===== config.mk =====
export PLATFORM = sky130hd
export DESIGN_NAME = eid_top
export DESIGN_NICKNAME = d
export VERILOG_FILES = /design/src/pkg/eid_pkg.sv /design/src/logic/eid_filter.sv /design/src/logic/eid_top.sv
export SDC_FILE = /design/constraint.sdc
export NUM_CORES = 1
export LEC_CHECK = 0
export BUFFER_PORTS_ARGS = -buffer_cell sky130_fd_sc_hd__buf_4
export CAP_MARGIN = 20
export CORE_UTILIZATION = 44
export DETAILED_ROUTE_END_ITERATION = 16
export GPL_TIMING_DRIVEN = 0
export PLACE_DENSITY = 0.58
export SYNTH_ARGS = -nofsm -noshare
export SYNTH_HDL_FRONTEND = slang
export SYNTH_SLANG_ARGS = --single-unit

===== constraint.sdc =====
create_clock -name clk_i -period 4.6 [get_ports clk_i]
set_input_delay 0.23 -clock clk_i [delete_from_list [all_inputs] [get_ports clk_i]]
set_output_delay 0.23 -clock clk_i [all_outputs]
set_load 0.02 [all_outputs]

===== src/pkg/eid_pkg.sv =====
// Package: register map, field layout and types for the encoder decoder
package eid_pkg;
   // Register byte offsets (one 32-bit word each)
   localparam logic [5:0] EID_AXIS0_CFG  = 6'h00;
   localparam logic [5:0] EID_AXIS1_CFG  = 6'h04;
   localparam logic [5:0] EID_AXIS2_CFG  = 6'h08;
   localparam logic [5:0] EID_IRQ_SEL    = 6'h24;
   localparam logic [5:0] EID_IRQ_STAT   = 6'h30;
   localparam logic [5:0] EID_IRQ_MASK   = 6'h34;
   localparam logic [5:0] EID_CNT0       = 6'h10;
   localparam logic [5:0] EID_CNT1       = 6'h14;
   localparam logic [5:0] EID_CNT2       = 6'h18;
   localparam logic [5:0] EID_INPUTS     = 6'h1C;
   // Axis config fields
   localparam int EID_MODE_LSB   = 0;
   localparam int EID_RES_LSB    = 4;
   localparam int EID_RVS_BIT    = 3;
   localparam int EID_IDXCLR_BIT = 6;
   // Interrupt select field
   localparam int EID_SEL7_BIT   = 3;
   localparam int EID_NSRC       = 8;
   localparam int EID_NAXIS      = 3;
   localparam int EID_CW         = 24;
   localparam logic [7:0] EID_IRQ_RST  = 8'h00;
   localparam logic [7:0] EID_CFG_RST  = 8'h00;
   // Filter needs three equal samples
   localparam int EID_FILT_LEN   = 3;
   typedef enum logic [1:0] {
      EID_MODE_OFF  = 2'h0,
      EID_MODE_QUAD = 2'h1,
      EID_MODE_TWO  = 2'h2,
      EID_MODE_ONE  = 2'h3
   } eid_mode_t;
   typedef enum logic [1:0] {
      EID_RES_X1 = 2'h0,
      EID_RES_X2 = 2'h1,
      EID_RES_X4 = 2'h2
   } eid_res_t;
   typedef struct packed {
      logic a;
      logic b;
      logic z;
   } eid_axis_in_t;
   typedef struct packed {
      logic up;
      logic dn;
   } eid_step_t;
endpackage : eid_pkg


===== src/logic/eid_filter.sv =====
// Synchroniser plus three-sample glitch filter for one input
`timescale 1ns/10ps
`default_nettype none
module eid_filter
   import eid_pkg::*;
(
   // Clock and reset
   input  wire logic clk_i,
   input  wire logic rst_i,
   // Sample enable and pin
   input  wire logic smp_en_i,
   input  wire logic pin_i,
   // Filtered level
   output logic      lvl_o
);
   logic       s1_q, s2_q, s1_d, s2_d;
   logic [EID_FILT_LEN-1:0] sh_q, sh_d;
   logic       lvl_q, lvl_d;

   always_comb begin
      s1_d  = pin_i;
      s2_d  = s1_q;
      sh_d  = sh_q;
      lvl_d = lvl_q;
      if (smp_en_i) begin
         sh_d = {sh_q[EID_FILT_LEN-2:0], s2_q};
      end
      if (&sh_q) begin
         lvl_d = 1'b1;
      end else if (~|sh_q) begin
         lvl_d = 1'b0;
      end
   end

   always_ff @(posedge clk_i) begin
      if (rst_i) begin
         s1_q  <= 1'b0;
         s2_q  <= 1'b0;
         sh_q  <= '0;
         lvl_q <= 1'b0;
      end else begin
         s1_q  <= s1_d;
         s2_q  <= s2_d;
         sh_q  <= sh_d;
         lvl_q <= lvl_d;
      end
   end
   assign lvl_o = lvl_q;
endmodule : eid_filter
`default_nettype wire


===== src/logic/eid_top.sv =====
// Three-axis encoder input decoder with Wishbone registers
//
// The placing of the registers and the Wishbone interface to the registers were left to the implementer.
`timescale 1ns/10ps
`default_nettype none
module eid_top
   import eid_pkg::*;
#(
   parameter int SMP_DIV = 6
)(
   // Clock and reset
   input  wire logic              clk_i,
   input  wire logic              rst_i,
   // Wishbone slave
   input  wire logic              cyc_i,
   input  wire logic              stb_i,
   input  wire logic              we_i,
   input  wire logic [5:0]        adr_i,
   input  wire logic [3:0]        sel_i,
   input  wire logic [31:0]       dat_i,
   output logic      [31:0]       dat_o,
   output logic                   ack_o,
   // Encoder and general inputs
   input  wire eid_axis_in_t [EID_NAXIS-1:0] axis_i,
   input  wire logic              general_input_zero_i,
   input  wire logic              general_input_one_i,
   input  wire logic              timer_pulse_i,
   // Interrupt
   output logic [EID_NSRC-1:0]    irq_src_o,
   output logic                   irq_o
);
   ////////////////////////////////////////////////////////////////////
   // Sample divider
   logic [7:0] div_q, div_d;
   logic       smp_en;
   always_comb begin
      smp_en = (div_q == 8'(SMP_DIV - 1));
      div_d  = smp_en ? 8'h00 : div_q + 8'h01;
   end
   always_ff @(posedge clk_i) begin
      if (rst_i) div_q <= 8'h00;
      else       div_q <= div_d;
   end

   ////////////////////////////////////////////////////////////////////
   // Input filters
   eid_axis_in_t [EID_NAXIS-1:0] flt;
   logic gi0_f, gi1_f, tmr_f;
   for (genvar g = 0; g < EID_NAXIS; g++) begin : g_flt
      eid_filter u_fa (.clk_i(clk_i), .rst_i(rst_i), .smp_en_i(smp_en),
                       .pin_i(axis_i[g].a), .lvl_o(flt[g].a));
      eid_filter u_fb (.clk_i(clk_i), .rst_i(rst_i), .smp_en_i(smp_en),
                       .pin_i(axis_i[g].b), .lvl_o(flt[g].b));
      eid_filter u_fz (.clk_i(clk_i), .rst_i(rst_i), .smp_en_i(smp_en),
                       .pin_i(axis_i[g].z), .lvl_o(flt[g].z));
   end
   eid_filter u_f0 (.clk_i(clk_i), .rst_i(rst_i), .smp_en_i(smp_en),
                    .pin_i(general_input_zero_i), .lvl_o(gi0_f));
   eid_filter u_f1 (.clk_i(clk_i), .rst_i(rst_i), .smp_en_i(smp_en),
                    .pin_i(general_input_one_i), .lvl_o(gi1_f));
   // Timer is same-clock logic: no synchroniser or glitch filter, fed straight to its edge detector
   assign tmr_f = timer_pulse_i;

   ////////////////////////////////////////////////////////////////////
   // Registers and decoder state
   logic [7:0]          cfg_q [EID_NAXIS];
   logic [7:0]          cfg_d [EID_NAXIS];
   logic [7:0]          isel_q, isel_d, mask_q, mask_d, stat_q, stat_d;
   logic [EID_CW-1:0]   cnt_q [EID_NAXIS];
   logic [EID_CW-1:0]   cnt_d [EID_NAXIS];
   eid_axis_in_t [EID_NAXIS-1:0] prv_q;
   logic                gi0_p_q, gi1_p_q, tmr_p_q;
   logic                ack_q, ack_d;
   logic [31:0]         rd_q, rd_d;
   logic [EID_NSRC-1:0] src_q, src_d;
   eid_step_t           stp [EID_NAXIS];
   logic [EID_NAXIS-1:0] ovf, idx_rise;

   function automatic logic [EID_CW-1:0] init_val(input logic rvs);
      init_val = rvs ? {1'b1, {(EID_CW-1){1'b0}}} : '0;
   endfunction : init_val

   // Step decode for one axis
   function automatic eid_step_t decode(input logic [7:0] cfg,
                                       input eid_axis_in_t cur,
                                       input eid_axis_in_t prv);
      eid_step_t s;
      logic ea, eb, ra, dir;
      s   = '0;
      ea  = cur.a ^ prv.a;
      eb  = cur.b ^ prv.b;
      ra  = cur.a & ~prv.a;
      dir = ea ? (cur.a ^ cur.b) : ~(cur.a ^ cur.b);
      case (eid_mode_t'(cfg[EID_MODE_LSB +: 2]))
         EID_MODE_QUAD: begin
            case (eid_res_t'(cfg[EID_RES_LSB +: 2]))
               EID_RES_X1: if (ra) begin
                  s.up = ~cur.b;
                  s.dn = cur.b;
               end
               EID_RES_X2: if (ea) begin
                  s.up = dir;
                  s.dn = ~dir;
               end
               default: if (ea | eb) begin
                  s.up = dir;
                  s.dn = ~dir;
               end
            endcase
         end
         // A up, B down; both cancel
         EID_MODE_TWO: begin
            s.up = ra & ~(cur.b & ~prv.b);
            s.dn = (cur.b & ~prv.b) & ~ra;
         end
         EID_MODE_ONE: begin
            s.up = ra & cur.b;
            s.dn = ra & ~cur.b;
         end
         default: s = '0;
      endcase
      decode = s;
   endfunction : decode

   ////////////////////////////////////////////////////////////////////
   // Counting, interrupts and bus
   logic acc, wr, rd;
   always_comb begin
      acc = cyc_i & stb_i & ~ack_q;
      wr  = acc & we_i & sel_i[0];
      rd  = acc & ~we_i;
      ack_d  = acc;
      isel_d = isel_q;
      mask_d = mask_q;
      rd_d   = 32'h0000_0000;
      for (int i = 0; i < EID_NAXIS; i++) begin
         cfg_d[i]    = cfg_q[i];
         // one event per axis per clock
         stp[i]      = decode(cfg_q[i], flt[i], prv_q[i]);
         idx_rise[i] = flt[i].z & ~prv_q[i].z;
         ovf[i]      = (stp[i].up & (&cnt_q[i])) |
                       (stp[i].dn & ~|cnt_q[i]);
         cnt_d[i]    = cnt_q[i];
         if (stp[i].up) cnt_d[i] = cnt_q[i] + EID_CW'(1);
         else if (stp[i].dn) cnt_d[i] = cnt_q[i] - EID_CW'(1);
         if (idx_rise[i] & cfg_q[i][EID_IDXCLR_BIT])
            cnt_d[i] = init_val(cfg_q[i][EID_RVS_BIT]);
      end
      src_d[2:0] = ovf;
      src_d[5:3] = idx_rise;
      src_d[6]   = gi0_f & ~gi0_p_q;
      src_d[7]   = isel_q[EID_SEL7_BIT] ? (tmr_f & ~tmr_p_q)
                                        : (gi1_f & ~gi1_p_q);
      stat_d = stat_q;
      if (rd && adr_i == EID_IRQ_STAT) stat_d = 8'h00;
      // Set wins over read-clear
      stat_d = stat_d | src_d;
      if (wr) begin
         if (adr_i == EID_AXIS0_CFG) begin
            cfg_d[0] = dat_i[7:0];
         end else if (adr_i == EID_AXIS1_CFG) begin
            cfg_d[1] = dat_i[7:0];
         end else if (adr_i == EID_AXIS2_CFG) begin
            cfg_d[2] = dat_i[7:0];
         end else if (adr_i == EID_IRQ_SEL) begin
            isel_d = dat_i[7:0];
         end else if (adr_i == EID_IRQ_MASK) begin
            mask_d = dat_i[7:0];
         end
      end
      // Changing a config word reloads that counter's initial value
      for (int i = 0; i < EID_NAXIS; i++) begin
         if (cfg_d[i] != cfg_q[i])
            cnt_d[i] = init_val(cfg_d[i][EID_RVS_BIT]);
      end
      if (rd) begin
         if (adr_i == EID_AXIS0_CFG) begin
            rd_d = {24'h000000, cfg_q[0]};
         end else if (adr_i == EID_AXIS1_CFG) begin
            rd_d = {24'h000000, cfg_q[1]};
         end else if (adr_i == EID_AXIS2_CFG) begin
            rd_d = {24'h000000, cfg_q[2]};
         end else if (adr_i == EID_CNT0) begin
            rd_d = {8'h00, cnt_q[0]};
         end else if (adr_i == EID_CNT1) begin
            rd_d = {8'h00, cnt_q[1]};
         end else if (adr_i == EID_CNT2) begin
            rd_d = {8'h00, cnt_q[2]};
         end else if (adr_i == EID_INPUTS) begin
            rd_d = {21'h000000, gi1_f, gi0_f, flt};
         end else if (adr_i == EID_IRQ_SEL) begin
            rd_d = {24'h000000, isel_q};
         end else if (adr_i == EID_IRQ_STAT) begin
            rd_d = {24'h000000, stat_q};
         end else if (adr_i == EID_IRQ_MASK) begin
            rd_d = {24'h000000, mask_q};
         end
      end
   end

   always_ff @(posedge clk_i) begin
      if (rst_i) begin
         for (int i = 0; i < EID_NAXIS; i++) begin
            cfg_q[i] <= EID_CFG_RST;
            cnt_q[i] <= '0;
         end
         prv_q   <= '0;
         gi0_p_q <= 1'b0;
         gi1_p_q <= 1'b0;
         tmr_p_q <= 1'b0;
         isel_q  <= EID_IRQ_RST;
         mask_q  <= EID_IRQ_RST;
         stat_q  <= EID_IRQ_RST;
         src_q   <= '0;
         ack_q   <= 1'b0;
         rd_q    <= 32'h0000_0000;
      end else begin
         for (int i = 0; i < EID_NAXIS; i++) begin
            cfg_q[i] <= cfg_d[i];
            cnt_q[i] <= cnt_d[i];
         end
         prv_q   <= flt;
         gi0_p_q <= gi0_f;
         gi1_p_q <= gi1_f;
         tmr_p_q <= tmr_f;
         isel_q  <= isel_d;
         mask_q  <= mask_d;
         stat_q  <= stat_d;
         src_q   <= src_d;
         ack_q   <= ack_d;
         rd_q    <= rd_d;
      end
   end

   assign irq_src_o = src_q;
   assign irq_o     = |(stat_q & mask_q);
   assign ack_o     = ack_q;
   assign dat_o     = rd_q;
endmodule : eid_top
`default_nettype wire


==> summary.txt <==
Floorplanning
  • FP Rows: 63
  • Die area: just over 0.03 sq mm
  • Die width: between 150 and 200 microns
  • Core area: roughly 0.030 sq mm
  • Height of the die: ~180 microns
  • # IOs: approximately 100
  • Initial core utilization: 0.448

Placed design
  • Placer Congestion: about 0.91
  • Dpl cell area: between 0.01 and 0.015 sq mm
  • Port buffer count: 53
  • Placed cell count: approximately 2100
  • Detailed placer's ending HPWL: 30500 microns

Setup path
  • R2R depth: 18
  • WS Path Type: register to register
  • Critical path startpoint category: register
  • Worst r2r dst: cnt_q[0][70]$_SDFFE_PP0P_
  • CP max stage delay: between 0.4 and 0.5 ns
  • R2r setup slk: roughly 0.36 ns
  • Worst EP required: around 5.1 ns
  • Crit end category: register
  • Arr. time, crit path: around 4.7 ns
  • CP Max Fanout: 9
  • CP max stage cell: or4b_1
  • R2R Path Start: g_flt[2].u_fb.lvl_o$_SDFFE_PP0P_
  • Critical path, cell by cell: buf_2 -> xor2_1 -> ha_1 -> a22oi_1 -> o22a_1 -> o32ai_4 -> clkinvlp_4 -> buf_4 -> buf_4 -> ha_1 -> and3_1 -> a31o_1 -> a21oi_1 -> a21oi_1 -> nor2_1 -> o21ai_0 -> or4b_1 -> nand3_1

Global routing
  • Initial antenna violation count: 0
  • Vias in the first global route: 11800
  • Total Routing Usage GR: 0.264
  • Largest net degree at the start of global routing: 24
  • First-pass GRT wire length: approximately 65000 microns
  • GRT overflow: 0

Final layout
  • Ratio of cells with drive above 1 in the final layout: 0.0980
  • Layout net count: 1896
  • # diodes: 0
  • Most frequent cells in the layout: nand2_1, dfxtp_1, a21oi_1, nor2_1, ha_1
  • Core Util, Final: 0.526
  • Area grow syn2layout: 17.2%
  • Non-filler cells, final: 2166
  • Post-route cell area: roughly 0.016 sq mm
  • Most common cell after layout, fill and taps aside: nand2_1

STA
  • Minimum clock period: between 4 and 5 ns
  • Slew Limit Headroom: 0.225
  • Slew Limit Fails: 0
  • Setup TNS: 0 ns
  • Fin crit share: 0.921
  • Peak Freq: 0.236 GHz
  • RSZ-0062 raised after global routing: no
  • Fin. Hold Viols: 0
  • Slew of the pin with the lowest slew margin: 1.16 ns
  • Clock skew: between 0.01 and 0.015 ns
  • Final setup vio count: 0

Worst hold path
  • Hold crit path type: input port to register
  • Worst Hold Endpoint: cfg_q[0][17]$_SDFF_PP0_
  • Hold Path Stages: 3
  • Hold path start: dat_i[1]

Power
  • Net Sw Power: about 1.1 mW
  • Post-layout power: 4.84 mW
  • Sw frac: 0.218
  • Clock power share: 0.533
  • Internal power: about 3.8 mW
  • Pleak: between 6 and 7 nW
  • Sequential share of power: 0.432
  • Peak VDD IR: approximately 340 uV
  • PD cells: roughly 310 mW/mm^2
  • Combinational share of power: 0.036

Run status
  • Status: finished, final reports clean

Clocking
  • CTS Buf Count: 28
  • Clock root buffer: clkbuf_16
  • Clock sinks: roughly 240
  • Worst skew pair latency: 0.56 ns
  • CTS tree: done
  • H-Tree Level Count: 1
  • CTS Buffer Depth: 3
  • Clock transition at the registers of the reported paths: ~0.070 ns

Yosys
  • Yosys top cell by area: dfxtp_1
  • Post-synth top area share: 0.359
  • Post-synthesis async set-or-reset flop share: 0
  • Top_reg_cell synth: dfxtp_1
  • Post-synthesis sequential area ratio: 0.359
  • Synthesized area per cell: 8.13 sq um
  • Gate Count Post-Synth: 1639
  • Flops & latches, synth: about 240
  • Post-synth EDFFs: 0
  • Top cells by area, synth: dfxtp_1, nand2_1, ha_1, a21oi_1, a21o_1
  • Yosys cell types: 81
  • Yosys warning total: 0
  • Area of the mapped netlist: about 0.013 sq mm

Detailed routing
  • DRT iter0 DRCs: between 900 and 1000
  • Avg WL per Cell: about 19 microns
  • Vias: roughly 13000
  • Post-route ant nets: 0
  • Post-Route WL: around 40000 microns
  • Via density: between 5 and 6
  • Number of detailed-route iterations in the first pass: 7
  • DRC errors left: 0

Job
  • Max-cap violations: 0
-- metrics by stage --
stage | setup WS, ns | hold slack, ns
final | 0.362 | 0.0347
after global routing | 0.0305 | 0.0336
after CTS | 0.0131 | 0.00944
after detailed placement | -0.293 | 0.423
after global placement | -0.261 | 0.418
after floorplan | 0.649 | 0.309
-- per-layer routing --
layer | track usage | vias up | part of all wire | wire [microns]
met3 | 0.0329 | 76 | 0.054 | 2200
met1 | 0.344 | 5906 | 0.44 | 18200
met5 | 0 | - | 0 | 0
li1 | - | 6120 | - | -
met2 | 0.448 | 413 | 0.47 | 19300
met4 | 0.0913 | 0 | 0.032 | 1320
-- critical path: cells and delay by family (launching register included) --
kind | cells | cell delay (ns)
AOI/OAI and AO/OA | 7 | 1.42
and+or+nand+nor | 4 | 0.95
buffers and inverters | 4 | 0.75
adders and majority gates | 2 | 0.51
DFF | 1 | 0.33
xor gates and xnor gates | 1 | 0.22
-- cell usage after synthesis, types with 24 or more instances --
master    count
and3_1       24
a21o_1       51
nand2_1     280
ha_1         80
xor2_1       42
nor4_1       28
nor2b_1      45
inv_1        40
nand3_1      33
o21ai_0      52
nand4_1      32
xnor2_1      43
clkbuf_1     59
a21oi_1     185
dfxtp_1     239
nor2_1       99
-- what timing repair did --
action | 4_1_cts | 5_1_grt
buffers inserted | 4 | 3
setup endpoints to repair | 8 | 23
pin swaps | 0 | 1
hold buffers | 14 | 0
gates cloned | 2 | 0
resized for setup | 5 | 10
hold endpoints to repair | 19 | 0
-- final cells by class --
type                            instances  area [sq um]
Buffer                                 89           397
Clock buffer                           35           777
Clock inverter                         17           304
Fill cell                            2820         14100
Inverter                               40           158
Multi-Input combinational cell       1278          8070
Sequential cell                       239          4790
Tap cell                              390           488
Timing Repair Buffer                   76           626
Timing Repair inverter                  2          15.0
-- kinds of logic (layout without fill, tap and decap cells) --
family	Yosys count	after routing	synth area share
mux	28	28	0.0219
simple gates	628	628	0.225
fa+ha+maj	83	83	0.0796
buf+inv	129	259	0.0410
other cells	1	8	0.000281
compound gates	446	446	0.217
xor+xnor	85	85	0.0559
flops	239	239	0.359
-- worst max path at each step --
stage                                          start                        end  slack [ns]  depth (start not counted)
detailed placement  g_flt[2].u_fa.lvl_o$_SDFFE_PP0P_  cnt_q[0][71]$_SDFFE_PP0P_       -0.29                         16
CTS                 g_flt[0].u_fa.lvl_o$_SDFFE_PP0P_  cnt_q[0][23]$_SDFFE_PP0P_        0.01                         17
global placement    g_flt[1].u_fa.lvl_o$_SDFFE_PP0P_  cnt_q[0][46]$_SDFFE_PP0P_       -0.26                         15
floorplan           g_flt[1].u_fa.lvl_o$_SDFFE_PP0P_  cnt_q[0][46]$_SDFFE_PP0P_        0.65                         15
global route        g_flt[2].u_fb.lvl_o$_SDFFE_PP0P_  cnt_q[0][70]$_SDFFE_PP0P_        0.03                         18
finish              g_flt[2].u_fb.lvl_o$_SDFFE_PP0P_  cnt_q[0][70]$_SDFFE_PP0P_        0.36                         18
-- power groups by stage --
stage | sequential [mW] | clock (mW) | combinational, mW
6_report | 2.09 | 2.58 | 0.172
5_1_grt | 2.09 | 2.70 | 0.186
4_1_cts | 2.09 | 2.62 | 0.172
3_5_place_dp | 2.14 | 0 | 0.162
3_3_place_gp | 2.14 | 0 | 0.160
2_1_floorplan | 2.14 | 0 | 0.103
-- sequential cells by signal (all words and copies together) (netlist names), 3 cells and up --
register / cells
stat_q: 8
cfg_q: 24
g_flt.u_fb.s2_q: 3
g_flt.u_fb.sh_q: 9
g_flt.u_fa.s2_q: 3
g_flt.u_fz.s1_q: 3
cnt_q: 72
g_flt.u_fb.lvl_o: 3
g_flt.u_fz.lvl_o: 3
u_f0.sh_q: 3
g_flt.u_fa.sh_q: 9
prv_q: 9
g_flt.u_fa.lvl_o: 3
g_flt.u_fz.sh_q: 9
g_flt.u_fz.s2_q: 3
g_flt.u_fa.s1_q: 3
isel_q: 8
g_flt.u_fb.s1_q: 3
div_q: 8
irq_src_o: 8
u_f1.sh_q: 3
dat_o: 24
mask_q: 8
No activity file was read; power rests on OpenSTA's default activity.
